[src/verilog/msc_cfg.svh]
// Timing and field constants for the station Manchester codec
`ifndef MSC_CFG_SVH
`define MSC_CFG_SVH
`define MSC_DIV8           4'h8
`define MSC_DIV10          4'ha
`define MSC_CLK_PERIOD_NS  10
`define MSC_ECOL_MIN_NS    20
`define MSC_ECOL_CYC       ((`MSC_ECOL_MIN_NS + `MSC_CLK_PERIOD_NS - 1) / `MSC_CLK_PERIOD_NS)
`define MSC_CAR_SAMPLES    2'h3
`define MSC_CAR_HOLD_BITS  8'h02
`define MSC_TX_DELAY_BITS  3'h2
`define MSC_HB_DELAY_BITS  4'h8
`define MSC_HB_HOLD_BITS   4'h8
`define MSC_WDOG_BITS      32'd101000
`define MSC_WDOG_LB_BITS   32'd325
`define MSC_ECHO_BITS      16'd510
`define MSC_PROT_BITS      8'h14
`define MSC_LOCK_LONGS     2'h2
`endif

[src/verilog/msc_pkg.sv]
// Types for the station Manchester codec
package msc_pkg;
  typedef enum logic [2:0] {
    MSC_TX_IDLE  = 3'b000,
    MSC_TX_DELAY = 3'b001,
    MSC_TX_DATA  = 3'b010,
    MSC_TX_TAIL  = 3'b011
  } msc_tx_e;
  typedef struct packed {
    logic style;
    logic loop_n;
    logic div10;
  } msc_mode_s;
  typedef struct packed {
    logic data;
    logic carrier_n;
    logic ecol_n;
  } msc_line_s;
endpackage
[src/verilog/msc_codec.sv]
// Station Manchester encoder/decoder with squelch, polarity fix and collision logic
// Function
// - Style 0: sample transmit NRZ data on rising bit clock edge.
// - Style 0: receive NRZ data changes on rising recovered clock edge.
// - Style 0: valid and collision signals active low; receive valid needs lock.
// - Style 1: valid and collision signals active high; receive valid needs lock.
// - Loopback low: transmit loops to receive, line data and carrier ignored (external collision still honoured), line outputs inactive.
// - In reset all outputs inhibited except the transmit bit clock.
// - Oscillator divided by 8 or by 10 per divider select.
// - External collision low at least 20 ns signals collision.
// - Collision on Manchester violation or external collision.
// - Style 0: encoding starts two bit times after transmit valid.
// - Output enable goes low with first encoded bit.
// - Style 1: transmit valid to output enable under two bit clocks.
// - After data, line high 1.5 bits after one, 2 after zero.
// - Output enable goes high at end of transmission.
// - Decode only with valid carrier; NRZ out with recovered clock.
// - Carrier accepted as level or pulse stream, made a level.
// - Carrier valid after three consecutive active samples.
// - Carrier stays valid with one active sample per two bit times.
// - Inverted polarity frame detected and decoded correctly.
// - Counter restarts on transitions; lock after two long transitions.
// - Watchdog: 101K bits (325 loopback) gives collision, disables enable.
// - Echo timer: no receive valid within 510 bits gives collision.
// - Heartbeat 8 bits after transmit ends, held 8; others until idle.
`timescale 1ns/1ns
`default_nettype none
`include "msc_cfg.svh"
module msc_codec #(
  parameter int unsigned WDOG_BITS = `MSC_WDOG_BITS
) (
  // Clock and reset
  input  wire logic          clk_i,
  input  wire logic          rst_b_i,
  // Mode straps
  input  wire msc_pkg::msc_mode_s mode_i,
  // Controller side
  input  wire logic          tx_nrz_data_i,
  input  wire logic          tx_data_valid_i,
  output logic               tx_bit_clock_o,
  output logic               rx_nrz_data_o,
  output logic               rx_data_valid_o,
  output logic               rx_recovered_clock_o,
  output logic               collision_indication_o,
  // Line side
  input  wire msc_pkg::msc_line_s line_i,
  output logic               line_tx_data_o,
  output logic               line_tx_output_enable_o
);
  import msc_pkg::*;

  // Two-stage synchronisers; no reset, since a fixed reset level would fake transmit valid in one style
  logic [4:0] s1_q, s2_q;
  always_ff @(posedge clk_i) begin
    s1_q <= {tx_nrz_data_i, tx_data_valid_i, line_i.data, line_i.carrier_n, line_i.ecol_n};
    s2_q <= s1_q;
  end
  wire logic sty = mode_i.style;
  wire logic txd = s2_q[4];
  wire logic tven = sty ? s2_q[3] : ~s2_q[3];
  wire logic loop = ~mode_i.loop_n;

  // Oscillator divider; bit clock keeps running through reset
  logic [3:0] div_q = 4'h0; // Power-up value: reset must not stop the divider
  wire logic [3:0] divn = mode_i.div10 ? `MSC_DIV10 : `MSC_DIV8;
  wire logic bit_tick = (div_q == divn - 4'h1);
  wire logic half_tick = (div_q == (divn >> 1) - 4'h1);
  always_ff @(posedge clk_i) begin
    div_q <= bit_tick ? 4'h0 : div_q + 4'h1;
    tx_bit_clock_o <= (div_q < (divn >> 1));
  end
  // Rising bit-clock edge point is bit_tick; falling at half_tick
  wire logic samp = sty ? half_tick : bit_tick;

  // Style 0 starts encoding two bits late; data and valid ride a short pipe so no bit is lost
  logic [`MSC_TX_DELAY_BITS-1:0] dpipe_q, vpipe_q;
  always_ff @(posedge clk_i or negedge rst_b_i) begin
    if (!rst_b_i) begin
      dpipe_q <= '0;
      vpipe_q <= '0;
    end else if (samp) begin
      dpipe_q <= {dpipe_q[0], txd};
      vpipe_q <= {vpipe_q[0], tven};
    end
  end
  wire logic td_use = sty ? txd : dpipe_q[`MSC_TX_DELAY_BITS-1];
  wire logic tv_use = sty ? tven : vpipe_q[`MSC_TX_DELAY_BITS-1];

  // Transmit sequencer
  msc_tx_e st_q;
  logic [2:0] dly_q;
  logic cur_q, tail_half_q;
  always_ff @(posedge clk_i or negedge rst_b_i) begin
    if (!rst_b_i) begin
      st_q <= MSC_TX_IDLE;
      dly_q <= 3'h0;
      cur_q <= 1'b0;
      tail_half_q <= 1'b0;
    end else if (samp) begin
      case (st_q)
        MSC_TX_IDLE: begin
          if (tv_use) begin
            cur_q <= td_use;
            st_q <= MSC_TX_DATA;
          end
        end
        MSC_TX_DATA: begin
          cur_q <= td_use;
          if (!tv_use) begin
            st_q <= MSC_TX_TAIL;
            dly_q <= 3'h0;
            tail_half_q <= cur_q; // last bit one: 1.5 bits
          end
        end
        MSC_TX_TAIL: begin
          dly_q <= dly_q + 3'h1;
          if (dly_q == 3'h1) st_q <= MSC_TX_IDLE;
        end
        default: st_q <= MSC_TX_IDLE;
      endcase
    end
  end
  // Phase within bit: first half carries complement, second half value
  // Halves counted from the sample point, so the bit cell follows the state change
  wire logic second_half = sty ? (div_q < (divn >> 1)) : (div_q >= (divn >> 1));
  wire logic enc = (st_q == MSC_TX_TAIL) ? 1'b1 : (second_half ? cur_q : ~cur_q);
  wire logic tx_act = (st_q == MSC_TX_DATA) || (st_q == MSC_TX_TAIL && !(tail_half_q && dly_q == 3'h1 && second_half));

  // Watchdog and echo timers, counted in bits
  logic [31:0] wd_q;
  logic [15:0] echo_q;
  logic wd_exp_q, echo_exp_q;
  wire logic [31:0] wd_lim = loop ? `MSC_WDOG_LB_BITS : WDOG_BITS;
  always_ff @(posedge clk_i or negedge rst_b_i) begin
    if (!rst_b_i) begin
      wd_q <= 32'h0;
      wd_exp_q <= 1'b0;
    end else if (!tven) begin
      wd_q <= 32'h0;
      wd_exp_q <= 1'b0;
    end else if (bit_tick && !wd_exp_q) begin
      wd_q <= wd_q + 32'h1;
      wd_exp_q <= (wd_q + 32'h1 >= wd_lim);
    end
  end
  logic rval_q;
  always_ff @(posedge clk_i or negedge rst_b_i) begin
    if (!rst_b_i) begin
      echo_q <= 16'h0;
      echo_exp_q <= 1'b0;
    end else if (!tven) begin
      echo_q <= 16'h0;
      echo_exp_q <= 1'b0;
    end else if (bit_tick && !rval_q && !echo_exp_q) begin
      echo_q <= echo_q + 16'h1;
      echo_exp_q <= (echo_q + 16'h1 >= `MSC_ECHO_BITS);
    end
  end

  // Line outputs, forced inactive in loopback or after watchdog
  always_ff @(posedge clk_i or negedge rst_b_i) begin
    if (!rst_b_i) begin
      line_tx_data_o <= 1'b0;
      line_tx_output_enable_o <= 1'b1;
    end else begin
      line_tx_data_o <= (tx_act && !loop && !wd_exp_q) ? enc : 1'b0;
      line_tx_output_enable_o <= ~(tx_act && !loop && !wd_exp_q);
    end
  end

  // Receive source select and carrier squelch
  wire logic rxd = loop ? enc : s2_q[2];
  wire logic car = loop ? tx_act : ~s2_q[1];
  logic [1:0] car_run_q;
  logic [7:0] car_gap_q;
  logic car_ok_q;
  always_ff @(posedge clk_i or negedge rst_b_i) begin
    if (!rst_b_i) begin
      car_run_q <= 2'h0;
      car_gap_q <= 8'h0;
      car_ok_q <= 1'b0;
    end else begin
      car_run_q <= car ? ((car_run_q == `MSC_CAR_SAMPLES) ? car_run_q : car_run_q + 2'h1) : 2'h0;
      if (car) car_gap_q <= 8'h0;
      else if (bit_tick) car_gap_q <= car_gap_q + 8'h1;
      if (!car_ok_q && car && car_run_q == `MSC_CAR_SAMPLES - 2'h1) car_ok_q <= 1'b1;
      else if (car_ok_q && !car && bit_tick && car_gap_q + 8'h1 >= `MSC_CAR_HOLD_BITS) car_ok_q <= 1'b0;
    end
  end

  // DPLL: counter cleared on each transition, long transitions give lock
  logic rxd_q, pol_q, lock_seen_q, first_q;
  logic [4:0] ph_q;
  logic [1:0] longs_q;
  logic [7:0] prot_q;
  wire logic edge_rx = rxd ^ rxd_q;
  wire logic [4:0] long_lim = mode_i.div10 ? 5'h7 : 5'h5;
  wire logic [4:0] viol_lim = mode_i.div10 ? 5'h0c : 5'h0a;
  wire logic is_long = (ph_q >= long_lim);
  wire logic locked = (longs_q == `MSC_LOCK_LONGS);
  // A late edge under live carrier is a missing mid-bit; end of frame has no edge, so no false hit
  wire logic viol = car && car_ok_q && locked && edge_rx && (ph_q >= viol_lim);
  always_ff @(posedge clk_i or negedge rst_b_i) begin
    if (!rst_b_i) begin
      rxd_q <= 1'b0;
      ph_q <= 5'h0;
      longs_q <= 2'h0;
      pol_q <= 1'b0;
      first_q <= 1'b1;
      lock_seen_q <= 1'b0;
    end else begin
      rxd_q <= rxd;
      if (!car_ok_q) begin
        ph_q <= 5'h0;
        longs_q <= 2'h0;
        first_q <= 1'b1;
      end else if (edge_rx) begin
        ph_q <= 5'h0;
        if (is_long && !locked) begin
          longs_q <= longs_q + 2'h1;
          if (first_q) pol_q <= rxd_q; // Preamble long run sets frame polarity
          first_q <= 1'b0;
        end
      end else if (ph_q != 5'h1f) begin
        ph_q <= ph_q + 5'h1;
      end
      lock_seen_q <= locked;
    end
  end

  // Decoder: value after mid-bit edge, polarity corrected; long edges are always mid-bit
  logic [3:0] rclk_cnt_q;
  logic exp_mid_q;
  wire logic mid_edge = is_long || exp_mid_q;
  always_ff @(posedge clk_i or negedge rst_b_i) begin
    if (!rst_b_i) begin
      rx_nrz_data_o <= 1'b0;
      rclk_cnt_q <= 4'h0;
      rx_recovered_clock_o <= 1'b0;
      rval_q <= 1'b0;
      prot_q <= 8'h0;
      exp_mid_q <= 1'b0;
    end else begin
      if (!car_ok_q) exp_mid_q <= 1'b0;
      else if (edge_rx) exp_mid_q <= !mid_edge;
      if (car_ok_q && edge_rx && mid_edge) begin
        rclk_cnt_q <= 4'h0;
        rx_nrz_data_o <= rxd ^ pol_q;
      end else begin
        rclk_cnt_q <= (rclk_cnt_q == divn - 4'h1) ? 4'h0 : rclk_cnt_q + 4'h1;
      end
      // Style 0 clock rises as data changes, style 1 falls then
      rx_recovered_clock_o <= locked && car_ok_q && ((rclk_cnt_q >= (divn >> 1)) == sty);
      if (rval_q && !car_ok_q) prot_q <= `MSC_PROT_BITS;
      else if (bit_tick && prot_q != 8'h0) prot_q <= prot_q - 8'h1;
      rval_q <= car_ok_q && locked && (prot_q == 8'h0);
    end
  end
  assign rx_data_valid_o = sty ? rval_q : ~rval_q;

  // External collision filter and collision latch
  logic [1:0] ecol_cnt_q;
  logic col_q, hb_q, tven_q, car_seen_q;
  logic [3:0] hb_cnt_q;
  wire logic ecol = (ecol_cnt_q >= 2'(`MSC_ECOL_CYC));
  always_ff @(posedge clk_i or negedge rst_b_i) begin
    if (!rst_b_i) ecol_cnt_q <= 2'h0;
    else if (s2_q[0]) ecol_cnt_q <= 2'h0;
    else if (!ecol) ecol_cnt_q <= ecol_cnt_q + 2'h1;
  end
  always_ff @(posedge clk_i or negedge rst_b_i) begin
    if (!rst_b_i) begin
      col_q <= 1'b0;
      car_seen_q <= 1'b0;
      tven_q <= 1'b0;
    end else begin
      tven_q <= tven;
      car_seen_q <= tven ? (car_seen_q | car_ok_q) : 1'b0;
      if (ecol || viol || wd_exp_q || echo_exp_q || (tven && car_seen_q && !car_ok_q)) col_q <= 1'b1;
      else if (!tven && !rval_q) col_q <= 1'b0;
    end
  end
  // Heartbeat: wait 8 bits after transmit end, then hold 8 bits
  always_ff @(posedge clk_i or negedge rst_b_i) begin
    if (!rst_b_i) begin
      hb_q <= 1'b0;
      hb_cnt_q <= 4'h0;
    end else if (tven_q && !tven) begin
      hb_cnt_q <= 4'h1;
      hb_q <= 1'b0;
    end else if (bit_tick && hb_cnt_q != 4'h0) begin
      if (!hb_q && hb_cnt_q == `MSC_HB_DELAY_BITS) begin
        hb_q <= 1'b1;
        hb_cnt_q <= 4'h1;
      end else if (hb_q && hb_cnt_q == `MSC_HB_HOLD_BITS) begin
        hb_q <= 1'b0;
        hb_cnt_q <= 4'h0;
      end else hb_cnt_q <= hb_cnt_q + 4'h1;
    end
  end
  assign collision_indication_o = sty ? (col_q | hb_q) : ~(col_q | hb_q);

  // Checks
  AST_LOOP_QUIET: assert property (@(posedge clk_i) disable iff (!rst_b_i)
    loop |=> line_tx_output_enable_o) else $error("line enable active in loopback");
  AST_RVAL_LOCK: assert property (@(posedge clk_i) disable iff (!rst_b_i)
    rval_q |-> $past(locked)) else $error("receive valid without lock");
  AST_ECOL: assert property (@(posedge clk_i) disable iff (!rst_b_i)
    (!s2_q[0])[*3] |=> col_q) else $error("external collision missed");
  AST_WDOG: assert property (@(posedge clk_i) disable iff (!rst_b_i)
    wd_exp_q |=> line_tx_output_enable_o) else $error("watchdog left enable on");
  AST_CAR_VALID: assert property (@(posedge clk_i) disable iff (!rst_b_i)
    $rose(car_ok_q) |-> $past(car, 1) && $past(car, 2) && $past(car, 3)) else $error("carrier too early");
  AST_COL_HOLD: assert property (@(posedge clk_i) disable iff (!rst_b_i)
    col_q && (tven || rval_q) |=> col_q) else $error("collision dropped while busy");
  AST_TAIL_HIGH: assert property (@(posedge clk_i) disable iff (!rst_b_i)
    st_q == MSC_TX_TAIL && tx_act && !loop && !wd_exp_q |=> line_tx_data_o) else $error("tail not high");
  AST_IDLE_OFF: assert property (@(posedge clk_i) disable iff (!rst_b_i)
    st_q == MSC_TX_IDLE |=> line_tx_output_enable_o) else $error("enable active when idle");
  COV_TX: cover property (@(posedge clk_i) disable iff (!rst_b_i) st_q == MSC_TX_TAIL);
  COV_LOCK: cover property (@(posedge clk_i) disable iff (!rst_b_i) $rose(rval_q));
  COV_HB: cover property (@(posedge clk_i) disable iff (!rst_b_i) $rose(hb_q));
endmodule
`default_nettype wire

[config.mk]
export PLATFORM = sky130hd
export DESIGN_NAME = msc_codec
export DESIGN_NICKNAME = d
export VERILOG_FILES = /design/src/verilog/msc_pkg.sv /design/src/verilog/msc_codec.sv
export VERILOG_INCLUDE_DIRS = /design/src /design/src/verilog
export SDC_FILE = /design/constraint.sdc
export NUM_CORES = 1
export LEC_CHECK = 0
export BUFFER_PORTS_ARGS = -buffer_cell sky130_fd_sc_hd__buf_2
export CAP_MARGIN = 25
export CORE_MARGIN = 2
export CORE_UTILIZATION = 40
export DETAILED_ROUTE_END_ITERATION = 12
export GPL_TIMING_DRIVEN = 0
export PLACE_DENSITY_LB_ADDON = 0.08
export SLEW_MARGIN = 15
export SYNTH_ARGS = -nofsm -noshare
export SYNTH_HDL_FRONTEND = slang
export SYNTH_SLANG_ARGS = --single-unit
[constraint.sdc]
create_clock -name clk_i -period 7.4 [get_ports clk_i]
set_clock_uncertainty 0.05 [all_clocks]
set_input_delay 1.11 -clock clk_i [delete_from_list [all_inputs] [get_ports clk_i]]
set_output_delay 1.11 -clock clk_i [all_outputs]
set_load 0.005 [all_outputs]
; ---- After elaboration in Yosys (flattened, before gate mapping)
; Index checks and enable logic that the tools add are counted.
[op_classes]
n_addsub = 14
mul = 0
n_div = 0
magnitude_cmp = 9
eq_ne = 22
shift = 0
n_mux = 66
n_bitwise = 11
n_reduce_logical = 67
[op_table]
columns = op, count
row1 = 2-to-1 mux 32 bit, 2
row2 = "adder 32 x 1 -> 32 bit, second input constant", 1
row3 = >= comparator 32 x 17 -> 1 bit, 1
row4 = logical AND 1 bit, 32
row5 = 2-to-1 mux 16 bit, 2
row6 = 2-to-1 mux 8 bit, 4
row7 = 2-to-1 mux 1 bit, 31
row8 = 2-to-1 mux 4 bit, 6
row9 = 2-to-1 mux 2 bit, 9
row10 = 2-to-1 mux 17 bit, 1
row11 = "adder 16 x 1 -> 16 bit, second input constant", 1
row12 = ">= comparator 16 x 9 -> 1 bit, second input constant", 1
row13 = 2-to-1 mux 3 bit, 5
row14 = 2-to-1 mux 5 bit, 3
row15 = nonzero test 2 bit, 7
row16 = "adder 4 x 1 -> 4 bit, second input constant", 3
row17 = equality test 4 bit, 3
row18 = logical NOT 1 bit, 10
row19 = "inequality test 2 bit, second input constant", 5
row20 = one-hot mux 3 bit (3 select lines), 1
row21 = AND reduction 3 bit, 3
row22 = "adder 8 x 1 -> 8 bit, second input constant", 1
row23 = >= comparator 4 x 3 -> 1 bit, 2
row24 = ">= comparator 8 x 2 -> 1 bit, second input constant", 1
row25 = 31 further kinds, 54
[totals]
ff_bits = 126
latch_bits = 0
mem_bits_rw = 0
rom_bits = 0
inputBits = 10
output_inout_bits = 7
elab_cells = 225
mem_count = 0

; ---- Depth between registers and ports, before layout
; Gate-level depths: netlist (run 1).
[logic_depth]
word_depth = 17
depth_mapped = 13
mapped_depth_nobuf = 12

; ---- Least setup slack after synthesis (run 1)
; Ideal clock, no wire load.
[synth_path]
path_type = input to register
startpoint = input mode_i[0] in the netlist's numbering
endpoint = register rx_nrz_data_o
setup_time_ns = 0.128
t_arrival_ns = 2.746
required_ns = 7.222
path_slack_ns = 4.476
cell_stages = 7
path_cell_list = ha_1 o21ai_0 o2bb2ai_2 mux4_2 nand2_2 nor2_1 mux2_1
[synth_via]
elab_chain_len = 9
[synth_lines]
columns = element, line_no
row1 = start: declaration, msc_codec.sv:36  ; input wire msc_pkg::msc_mode_s mode_i,
row2 = 2-to-1 mux 2 bit (no line), -
row3 = >= comparator 4 x 3 -> 1 bit or less-than comparator 4 x 3 -> 1 bit (tied branches), msc_codec.sv:125  ; wire logic second_half = sty ? (div_q < (divn >> 1)) : (div_q >= (divn >> 1));
row4 = 2-to-1 mux 1 bit, msc_codec.sv:125
row5 = 2-to-1 mux 1 bit (2 in series), msc_codec.sv:126  ; wire logic enc = (st_q == MSC_TX_TAIL) ? 1'b1 : (second_half ? cur_q : ~cur_q);
row6 = 2-to-1 mux 1 bit, msc_codec.sv:172  ; wire logic rxd = loop ? enc : s2_q[2];
row7 = XOR 1 bit, msc_codec.sv:196  ; wire logic edge_rx = rxd ^ rxd_q;
row8 = logical AND 1 bit (2 in series), msc_codec.sv:246  ; if (car_ok_q && edge_rx && mid_edge) begin
row9 = end signal: assignment, msc_codec.sv:248  ; rx_nrz_data_o <= rxd ^ pol_q;
row10 = end: declaration, msc_codec.sv:41  ; output logic rx_nrz_data_o,
; Several ways; a longest one is shown, not always the timed one.
; A chain may end at the register's enable or synchronous reset.

; ---- Worst setup path after layout (run 1)
[layout_path]
startpoint = register wd_q[2]
endpoint = register wd_exp_q
[layout_via]
elab_chain_len = 4
[layout_lines]
columns = element, line_no
row1 = start: declaration, msc_codec.sv:130  ; logic [31:0] wd_q;
row2 = start signal: assignment, msc_codec.sv:142  ; wd_q <= wd_q + 32'h1;
row3 = adder 32 x 1 -> 32 bit, msc_codec.sv:143  ; wd_exp_q <= (wd_q + 32'h1 >= wd_lim);
row4 = >= comparator 32 x 17 -> 1 bit, msc_codec.sv:143
row5 = 2-to-1 mux 1 bit, msc_codec.sv:141  ; end else if (bit_tick && !wd_exp_q) begin
row6 = 2-to-1 mux 1 bit, msc_codec.sv:138  ; end else if (!tven) begin
row7 = end signal: assignment, msc_codec.sv:143
row8 = end: declaration, msc_codec.sv:132  ; logic wd_exp_q, echo_exp_q;
; Every way passes these cells. The select of a mux whose other input is x is not followed.

==> flow_summary_export.csv, run 1 <==
group,metric,value,unit
outcome,status,"completed",
hold_path,min_path_cells,0,
synthesis,ys_seq_area_share,43.4,%
pwr,p_int,1410,uW
clock_tree,cts_htree_levels,4,
finish,final_util,46.6,%
hold_path,hp-start,"s1_q[4]",
sta,min_period,3.35,ns
routing,vias,5397,
run,cap_viol_max_count,0,
synthesis,syn-num-nets,804,
clock_tree,root_buffer,"clkbuf_16",
setup_path,rr_endpoint,"wd_exp_q",
global_route,overflow,0,
routing,wire_per_inst,14.9,um
finish,most-common-layout-cells,"nor2_1, dfrtp_1, nand2_1, xor2_1, xnor2_1",
sta,grt_setup_unrepaired,"no",
floorplanning,core_area,17200,um^2
synthesis,synth-adder-area-share,6.04,%
routing,wl,15400,um
setup_path,critPathKind,"flip-flop to flip-flop",
setup_path,arrival,3.63,ns
pwr,power.switching,512,uW
sta,finalSetupViolCount,0,
place,dpl.hpwl,10900,um
routing,avgViaCountPerCell,5.22,
finish,n_fill_cell,1631,
finish,drive_above_1_share,10.9,%
synthesis,synth.avg_cell_area,9.27,um^2
clock_tree,cts_buffer_depth,2,
hold_path,hp-class,"flip-flop to flip-flop",
floorplanning,die_x,137,um
synthesis,syn_inst,760,
clock_tree,clk-insertion-delay-late,0.41,ns
pwr,seqPwrFrac,41.6,%
setup_path,worst-path-max-fanout,8,
clock_tree,cts_buffers,17,
clock_tree,cts.clk_slew.worst_paths,0.05,ns
routing,drt-initial-drc-count,327,
sta,finalMaxSlewViolations,0,
setup_path,worstSetupStartpointType,"flip-flop",
sta,finalHoldViolations,0,
global_route,grt_use_total,17.8,%
floorplanning,io_pins,17,
synthesis,synth_compound_area_share,9.42,%
sta,tightest_slew,0.718,ns
synthesis,synth_cell_types,72,
sta,maxSlewHeadroom,51.8,%
pwr,power_frac_comb,14.5,%
synthesis,synth_edf_count,0,
place,placed_cell_area,7430,um^2
pwr,p_clk_share,43.9,%
synthesis,ys_ff_latch,125,
sta,fin_crit_sh,45.3,%
routing,drcViolationCount,0,
routing,postRouteAntennaNets,0,
synthesis,ys_warn_count,0,
pwr,ir_worst_vdd,0.000156,V
global_route,grt_start_max_net_pins,68,
place,portBuffers,15,
sta,whs,0.276,ns
floorplanning,initial_utilization,40.9,%
finish,areaGrowthSynthToFinish,14.1,%
place,place.gp.congestion,0.909,
setup_path,r2r_cells,13,
finish,mostFrequentLayoutCell,"nor2_1",
global_route,antenna_found_initial,0,
routing,dr.pass1.iters,5,
floorplanning,dieHeight,137,um
sta,setup-tns-final,0,ns
clock_tree,cts_hold_buf,0,
pwr,swShare,26.7,%
synthesis,synth_top_family_by_area,"simple AND/OR/NAND/NOR gates",
clock_tree,cts_tree,"built",
synthesis,synthSimpleGateAreaFrac,22.9,%
clock_tree,cts.sinks,125,
pwr,power.density,239,nW/um^2
sta,max_freq,299,MHz
finish,num_antenna_cells,0,
setup_path,cp-end-kind,"flip-flop",
pwr,p_leak,0.00352,uW
synthesis,synth_mux_area_share,2.42,%
synthesis,synthArstFlopShare,88.0,%
synthesis,synth_xor_area_share,11.8,%
synthesis,syn_area,7040,um^2
setup_path,r2r_slack,4.05,ns
setup_path,critPathRequiredTime,7.68,ns
finish,layout.nets,839,
synthesis,ys.flop_type,"dfrtp_1",
floorplanning,rows,48,
setup_path,r2r_start,"wd_q[2]",
clock_tree,cts_setup_buffers,0,
finish,fin_area,8040,um^2
clock_tree,cts_resized,0,
global_route,grt_pass1_vias,5282,
hold_path,min_to,"s2_q[4]",
global_route,grt_pass1_wl,26200,um
floorplanning,die-area,18700,um^2
cells in the mapped netlist (3+ instances only):
library cell / instances / area, um^2
ha_1: 34 / 425
dfxtp_1: 15 / 300
nor3_1: 20 / 100
or3_1: 14 / 87.6
a22o_1: 3 / 26.3
nor2b_1: 4 / 25.0
nor2_1: 113 / 424
inv_1: 35 / 131
xor2_1: 51 / 447
a21oi_1: 31 / 155
mux2i_1: 8 / 80.1
o2111ai_1: 3 / 26.3
o211ai_1: 4 / 30.0
o31ai_1: 4 / 30.0
o21ai_0: 31 / 155
nand3_1: 27 / 135
a211oi_1: 6 / 45.0
clkbuf_1: 18 / 67.6
buf_2: 6 / 30.0
a31oi_1: 9 / 56.3
nand2_1: 63 / 236
and3_1: 10 / 62.6
xnor2_1: 44 / 385
mux2_2: 5 / 56.3
nand4_1: 20 / 125
dfrtp_1: 108 / 2700
and2_1: 5 / 31.3
nor4_1: 8 / 50.1
nand2b_1: 5 / 31.3
per-layer routing:
| layer | up-vias | wire, um | global-route usage, % |
|---|---|---|---|
| li1 | 2687 | - | - |
| met1 | 2602 | 7450 | 23.6 |
| met2 | 87 | 7150 | 28.0 |
| met3 | 21 | 543 | 4.44 |
| met4 | 0 | 278 | 6.71 |
| met5 | - | 0 | 0 |
kinds of logic (layout without fill, tap and decap cells):
group,count (synthesis),in the layout
and+or+nand+nor,318,318
DFF,125,125
AOI/OAI and AO/OA,107,107
xor gates and xnor gates,95,95
buffers and inverters,66,114
adders and majority gates,34,34
muxes,15,15
critical path: stages, from the launching register on:
cell       delay, ns
dfrtp_1         0.31
buf_2           0.23
nand3_2         0.21
nor3_1          0.57
nand2_1         0.24
nor2_1          0.22
xor2_1          0.12
ha_1            0.30
and3_1          0.19
o2111ai_1       0.12
a31oi_1         0.24
nor3_1          0.10
and3_1          0.20
a31oi_1         0.16
cell type report:
class                      instances  area [um^2]  area share [%]
buffer                            29          146            1.82
clock buffer                      26          519            6.46
clock inverter                     6         82.6            1.03
inverter                          37          139            1.73
multi-input combinational        569         3700            46.1
sequential                       125         3060            38.0
tap                              225          282            3.50
timing repair buffer              16          109            1.35
worst max-delay path by stage:
stage	end	from	slack (ns)	cells after the start
after floorplan	rx_nrz_data_o	mode_i[0]	4.48	7
final	wd_exp_q	wd_q[2]	4.05	13
after global placement	wd_q[24]	rst_b_i	3.79	1
after detailed placement	wd_q[25]	mode_i[0]	3.95	9
after global routing	wd_exp_q	wd_q[2]	3.69	13
after CTS	wd_exp_q	wd_q[2]	4.01	13
power by group through the flow:
stage	clock network (uW)	registers, uW	logic, uW
after global placement	0	806	265
after floorplan	0	798	198
final	843	799	277
after global routing	895	807	320
after detailed placement	0	811	282
after CTS	863	799	284
through the flow:
stage	cells	worst slack (ns)	power, uW
4_1_cts	1033	4.01	1950
5_1_grt	1033	3.69	2020
6_report	1033	4.05	1920
3_5_place_dp	1001	3.95	1090
3_3_place_gp	1000	3.79	1070
2_1_floorplan	760	4.48	996
registers in the layout, indices dropped and copies added, names as in the netlist, 3 cells and up:
register	flops
prot_q	8
car_gap_q	8
wd_q	32
rclk_cnt_q	4
echo_q	16
s2_q	5
s1_q	5
hb_cnt_q	4
ph_q	5
div_q	4
dly_q	3
(Power assumes the default switching activity.)
==> run 2, diff against run 1 <==
--- a/config.mk
+++ b/config.mk
@@ -6,6 +6,7 @@
 export SDC_FILE = /design/constraint.sdc
 export NUM_CORES = 1
 export LEC_CHECK = 0
+export ABC_AREA = 1
 export BUFFER_PORTS_ARGS = -buffer_cell sky130_fd_sc_hd__buf_2
 export CAP_MARGIN = 25
 export CORE_MARGIN = 2
==> constraint.sdc (replaced) <==
create_clock -name clk_i -period 2.8 [get_ports clk_i]
set_clock_uncertainty 0.05 [all_clocks]
set_input_delay 0.42 -clock clk_i [delete_from_list [all_inputs] [get_ports clk_i]]
set_output_delay 0.42 -clock clk_i [all_outputs]
set_load 0.005 [all_outputs]
==> run 2 against run 1 <==
Net effect: critical path type unchanged; critical path depth grew 4; clock-buffer cell count shrank 8; synthesized cell count grew 19%; worst setup slack lost 3.8 ns; register-to-register slack lost 3.8 ns; clock power grew to 2.8 times the previous value; fmax grew 34%; power grew to 2.6 times the previous value; largest power group unchanged; via count grew 5.5%; final area grew 0.79%.
==> flow_summary_export.csv, run 2 <==
group,metric,value,unit
outcome,status,"completed",
routing,wl,15500,um
global_route,grt_pass1_wl,26700,um
synthesis,synthArstFlopShare,88.0,%
clock_tree,root_buffer,"clkbuf_16",
routing,avgViaCountPerCell,4.84,
floorplanning,initial_utilization,40.8,%
setup_path,slowest_stage,"dfrtp_1",
synthesis,syn_inst,903,
finish,largest_reg_flops,32,
setup_path,arrival,2.76,ns
sta,finalSetupViolCount,0,
finish,mostFrequentLayoutCell,"nand2_1",
global_route,grt_start_max_net_pins,62,
synthesis,synth_top_cell_by_area,"dfrtp_1",
synthesis,ys.flop_type,"dfrtp_1",
clock_tree,cts.clk_slew.worst_paths,0.06,ns
finish,most-common-layout-cells,"nand2_1, inv_1, dfrtp_1, nor2_1, nand3_1",
place,portBuffers,15,
synthesis,synth_cell_types,42,
finish,num_antenna_cells,0,
synthesis,synth.top_cell.area_share,38.3,%
pwr,ir_worst_vdd,0.000562,V
setup_path,worst-path-max-fanout,6,
setup_path,cp-end-kind,"flip-flop",
finish,areaGrowthSynthToFinish,14.7,%
floorplanning,io_pins,17,
sta,max_freq,399,MHz
global_route,overflow,0,
finish,n_fill_cell,1751,
global_route,grt_pass1_vias,5544,
synthesis,synth_edf_count,0,
sta,grt_setup_unrepaired,"no",
sta,tightest_slew,0.598,ns
routing,dr.pass1.iters,5,
setup_path,critPathKind,"flip-flop to flip-flop",
sta,setup-tns-final,0,ns
sta,maxSlewHeadroom,60.2,%
clock_tree,cts_buffers,17,
clock_tree,cts_tree,"built",
finish,largest_register,"wd_q",
synthesis,ys_seq_area_share,43.3,%
sta,fin_crit_sh,89.6,%
synthesis,syn-num-nets,947,
global_route,grt_use_total,18.2,%
finish,drive_above_1_share,11.3,%
routing,postRouteAntennaNets,0,
pwr,power.density,611,nW/um^2
floorplanning,rows,48,
synthesis,synth.avg_cell_area,7.82,um^2
floorplanning,dieHeight,137,um
setup_path,critPathRequiredTime,3.06,ns
pwr,p_leak,0.00382,uW
sta,min_period,2.51,ns
setup_path,crit_buf_inv,1,
clock_tree,clk-insertion-delay-late,0.42,ns
sta,finalHoldViolations,0,
synthesis,synth_common_cells,"nand2_1, inv_1, dfrtp_1",
floorplanning,die-area,18700,um^2
setup_path,worst_path_most_repeated_cell,"nand2_1",
run,cap_viol_max_count,0,
setup_path,cp_top_family,"simple AND/OR/NAND/NOR gates",
clock_tree,cts.sinks,125,
global_route,antenna_found_initial,0,
sta,finalMaxSlewViolations,0,
setup_path,slowest_delay,0.45,ns
synthesis,yosysMostFrequentCell,"nand2_1",
routing,wire_per_inst,13.1,um
finish,layout.nets,983,
synthesis,ys_ff_latch,125,
synthesis,syn_area,7060,um^2
floorplanning,core_area,17300,um^2
clock_tree,cts_htree_levels,4,
synthesis,synth.area.top_cells,"dfrtp_1, nand2_1, inv_1",
clock_tree,cts_buffer_depth,2,
routing,vias,5694,
finish,top_regs,"wd_q (32), echo_q (16)",
finish,register_area,3060,um^2
routing,drt-initial-drc-count,363,
synthesis,ys_warn_count,0,
setup_path,worstSetupStartpointType,"flip-flop",
sta,whs,0.0440,ns
setup_path,path_cells,"nand2_1 -> nor2_2 -> nand2_2 -> nor2_1 -> xor2_1 -> inv_1 -> ha_1 -> a21oi_1 -> a21oi_1 -> nor2_1 -> nand2_1 -> nand2_1 -> nand2_1 -> nand2_1 -> nand2_1 -> nand3_1 -> nand2_1",
floorplanning,die_x,137,um
finish,multiInputGateArea,3420,um^2
routing,drcViolationCount,0,
place,place.gp.congestion,0.802,
hold_path,hp-class,"input port to flip-flop",
place,dpl.hpwl,11200,um
run 2: changes by cell type after synthesis, sizes merged, moves of 8 or more:
| cell | before | now |
|---|---|---|
| xor2 | 51 | 40 |
| mux2i | 8 | 0 |
| o21ai | 32 | 43 |
| a31oi | 9 | 1 |
| inv | 36 | 136 |
| or3 | 17 | 0 |
| clkbuf | 19 | 3 |
| nand3 | 29 | 72 |
| o22ai | 2 | 40 |
| nand2 | 65 | 211 |
| nand4 | 21 | 13 |
| nor4 | 11 | 1 |
| and3 | 10 | 0 |
| xnor2 | 44 | 5 |
run 2: per-stage QoR:
stage | instances | setup WS [ns] | total power (uW) | cell area (um^2) | utilization, %
after floorplan | 903 | 0.604 | 2440 | 7060 | -
after global placement | 1143 | -0.238 | 2610 | 7420 | 42.9
after detailed placement | 1144 | 0.196 | 2640 | 7450 | 43.1
after CTS | 1177 | 0.203 | 5020 | 8090 | 46.8
after global routing | 1177 | 0.0277 | 5230 | 8100 | 46.8
final | 1177 | 0.291 | 4950 | 8100 | 46.8
run 2: cell families after synthesis:
| kind of cell | share of synthesized area, % |
|---|---|
| XOR/XNOR | 5.58 |
| buffers and inverters | 8.43 |
| adder cells (fa/ha/maj) | 6.02 |
| flip-flops | 43.3 |
| AO/OA/AOI/OAI | 9.69 |
| AND/OR/NAND/NOR | 27.0 |
run 2: area by class of cell:
cell class                 instances  share of cell area [%]
buffer                            14                   0.896
inverter                         139                    6.46
tap                              225                    3.48
clock inverter                    14                    2.36
sequential                       125                    37.7
multi-input combinational        625                    42.2
timing repair buffer              17                    1.47
clock buffer                      18                    5.42
run 2: final timing paths:
kind	from	to	slack, ns	cells after the start
hold / removal	tx_nrz_data_i	s1_q[4]	0.04	1
min in group asynchronous	rst_b_i	dpipe_q[1]	0.50	2
max in group asynchronous	rst_b_i	echo_q[14]	1.51	3
hold reg to reg	s1_q[3]	s2_q[3]	0.27	0
setup / recovery	wd_q[2]	wd_exp_q	0.29	17
setup reg to reg	wd_q[2]	wd_exp_q	0.29	17
run 2: layer usage:
metal	wire, um	global-route usage, %	vias to the layer above	part of all wire [%]
met4	180	5.96	0	1.2
met1	8050	25.5	2621	52
met2	6820	28.2	66	44
li1	-	-	2992	-
met5	0	0	-	0
met3	401	3.48	15	2.6
run 2: power breakdown:
part | switching, uW | internal [uW]
clock | 840 | 1510
sequential | 90.4 | 1940
combinational | 347 | 216
total | 1280 | 3670
run 2: repair_timing:
action                                  4_1_cts  5_1_grt
hold buffers                                  1        0
endpoints found under the setup margin        0        1
resized for setup                             0        2
buffers inserted                              0        0
endpoints found under the hold margin        58        0
==> run 3, diff against run 2 <==
--- a/config.mk
+++ b/config.mk
@@ -14,6 +14,7 @@
 export DETAILED_ROUTE_END_ITERATION = 12
 export GPL_TIMING_DRIVEN = 0
 export PLACE_DENSITY_LB_ADDON = 0.08
+export RECOVER_POWER = 100
 export SLEW_MARGIN = 15
 export SYNTH_ARGS = -nofsm -noshare
 export SYNTH_HDL_FRONTEND = slang
==> run 3 against run 2 <==
Net effect: the run now ends with max-capacitance violations, max-slew violations left; critical path depth fell by 7; final area fell by 0.77%; critical endpoint is now wd_q[13]; clock power is essentially flat; largest power group unchanged; critical path type unchanged.
==> flow_summary_export.csv, run 3 (synthesis results as in run 2) <==
group,metric,value,unit
routing,vias,5669,
clock_tree,cts_buffers,17,
sta,min_period,2.53,ns
place,place.gp.congestion,0.802,
finish,most-common-layout-cells,"nand2_1, inv_1, dfrtp_1, nor2_1, nand3_1",
setup_path,worst-path-max-fanout,10,
floorplanning,die-area,18700,um^2
finish,num_antenna_cells,0,
floorplanning,die_x,137,um
setup_path,arrival,2.77,ns
clock_tree,cts_tree,"built",
routing,wire_per_inst,13.1,um
finish,largest_register,"wd_q",
place,place_ws,0.196,ns
clock_tree,cts_htree_levels,4,
sta,finalSetupViolCount,0,
setup_path,cp-end-kind,"flip-flop",
finish,layout.nets,983,
routing,postRouteAntennaNets,0,
floorplanning,io_pins,17,
finish,areaGrowthSynthToFinish,13.8,%
finish,final_util,46.5,%
finish,top_regs,"wd_q (32), echo_q (16)",
setup_path,critPathKind,"flip-flop to flip-flop",
clock_tree,root_buffer,"clkbuf_16",
floorplanning,dieHeight,137,um
finish,stdcell_count,1177,
pwr,finalPower,4940,uW
pwr,power_frac_comb,11.3,%
pwr,swShare,25.8,%
pwr,power.density,615,nW/um^2
pwr,p_clk_share,47.7,%
global_route,grt_pass1_wl,26700,um
finish,n_fill_cell,1766,
place,portBuffers,15,
place,dpl.hpwl,11200,um
pwr,power.switching,1280,uW
global_route,overflow,0,
outcome,status,"finished with violations",
sta,grt_setup_unrepaired,"no",
global_route,grt_pass1_vias,5544,
setup_path,r2r_slack,0.27,ns
sta,finalHoldViolations,0,
outcome,violations,"max-capacitance violations, max-slew violations",
pwr,p_int,3670,uW
clock_tree,cts.sinks,125,
sta,whs,0.0435,ns
pwr,ir_worst_vdd,0.000561,V
global_route,grt_use_total,18.2,%
pwr,p_leak,0.00379,uW
global_route,antenna_found_initial,0,
clock_tree,cts.clk_slew.worst_paths,0.06,ns
run,cap_viol_max_count,1,
finish,mostFrequentLayoutCell,"nand2_1",
routing,avgViaCountPerCell,4.82,
setup_path,critPathRequiredTime,3.04,ns
sta,maxSlewHeadroom,-8.05,%
sta,max_freq,395,MHz
routing,wl,15400,um
clock_tree,cts_buffer_depth,2,
floorplanning,core_area,17300,um^2
routing,dr.pass1.iters,5,
finish,drive_above_1_share,9.03,%
place,dp.cells,1144,
floorplanning,rows,48,
global_route,grt_start_max_net_pins,62,
hold_path,hp-class,"input port to flip-flop",
routing,drt-initial-drc-count,337,
clock_tree,clk-insertion-delay-late,0.42,ns
sta,tightest_slew,1.62,ns
sta,timing.final.ws_setup,0.271,ns
routing,drcViolationCount,0,
pwr,seqPwrFrac,41.1,%
finish,largest_reg_flops,32,
floorplanning,initial_utilization,40.8,%
sta,fin_crit_sh,90.3,%
setup_path,worstSetupStartpointType,"flip-flop",
sta,finalMaxSlewViolations,61,
==> run 3: changes by cell type in the layout (fill, tap and decap cells not counted), sizes merged <==
cell | previous run | this run
buf | 27 | 17
clkbuf | 21 | 31
clkinvlp | 1 | 2
inv | 138 | 137
==> run 3: routing by layer <==
layer	global-route usage, %	routed length, um	vias to the layer above
li1	-	-	2993
met1	25.5	8040	2595
met2	28.2	6770	65
met3	3.48	409	16
met4	5.96	213	0
met5	0	0	-
==> run 3: area by class of cell <==
cell class | instances | area [um^2] | share of cell area [%]
plain buffers | 14 | 71.3 | 0.887
clock buffers | 18 | 439 | 5.46
clock inverters | 14 | 191 | 2.38
inverters | 139 | 523 | 6.51
multi-input cells | 625 | 3370 | 41.9
flip-flops and latches | 125 | 3060 | 38.0
well taps | 225 | 282 | 3.50
repair buffers | 17 | 106 | 1.32
==> run 3: final timing paths <==
check | startpoint | end | cells after the start
hold / removal | tx_nrz_data_i | s1_q[4] | 1
min in group asynchronous | rst_b_i | dpipe_q[1] | 2
hold reg to reg | s1_q[3] | s2_q[3] | 0
max in group asynchronous | rst_b_i | echo_q[14] | 3
setup reg to reg | div_q[2] | wd_q[13] | 10
setup / recovery | div_q[2] | wd_q[13] | 10
==> run 3: what timing repair did <==
item	in CTS	in global routing
resized for setup	0	2
setup buffers	0	0
setup endpoints to repair	0	1
hold buffers	1	0
endpoints found under the hold margin	58	0
==> run 3: power groups by stage <==
stage               registers [uW]  logic (uW)  clock network [uW]
CTS                           2030         579                2410
global route                  2050         682                2490
floorplan                     2040         402                   0
detailed placement            2060         576                   0
global placement              2060         555                   0
finish                        2030         556                2360
==> run 3: worst max-delay path, cell delays in order (launching register included) <==
cell        delay (ns)
dfxtp_1           0.37
a21oi_1           0.24
nor2_2            0.06
nand2_1           0.34
clkinvlp_2        0.25
nand2_1           0.23
nor2_1            0.13
clkinv_1          0.08
buf_2             0.21
buf_2             0.30
o22ai_1           0.11
==> run 3: metrics by stage <==
step / setup TNS, ns / cell area (um^2)
global placement: -24.37 / 7420
CTS: 0 / 8090
floorplan: 0 / 7060
global route: 0 / 8040
detailed placement: 0 / 7450
finish: 0 / 8040
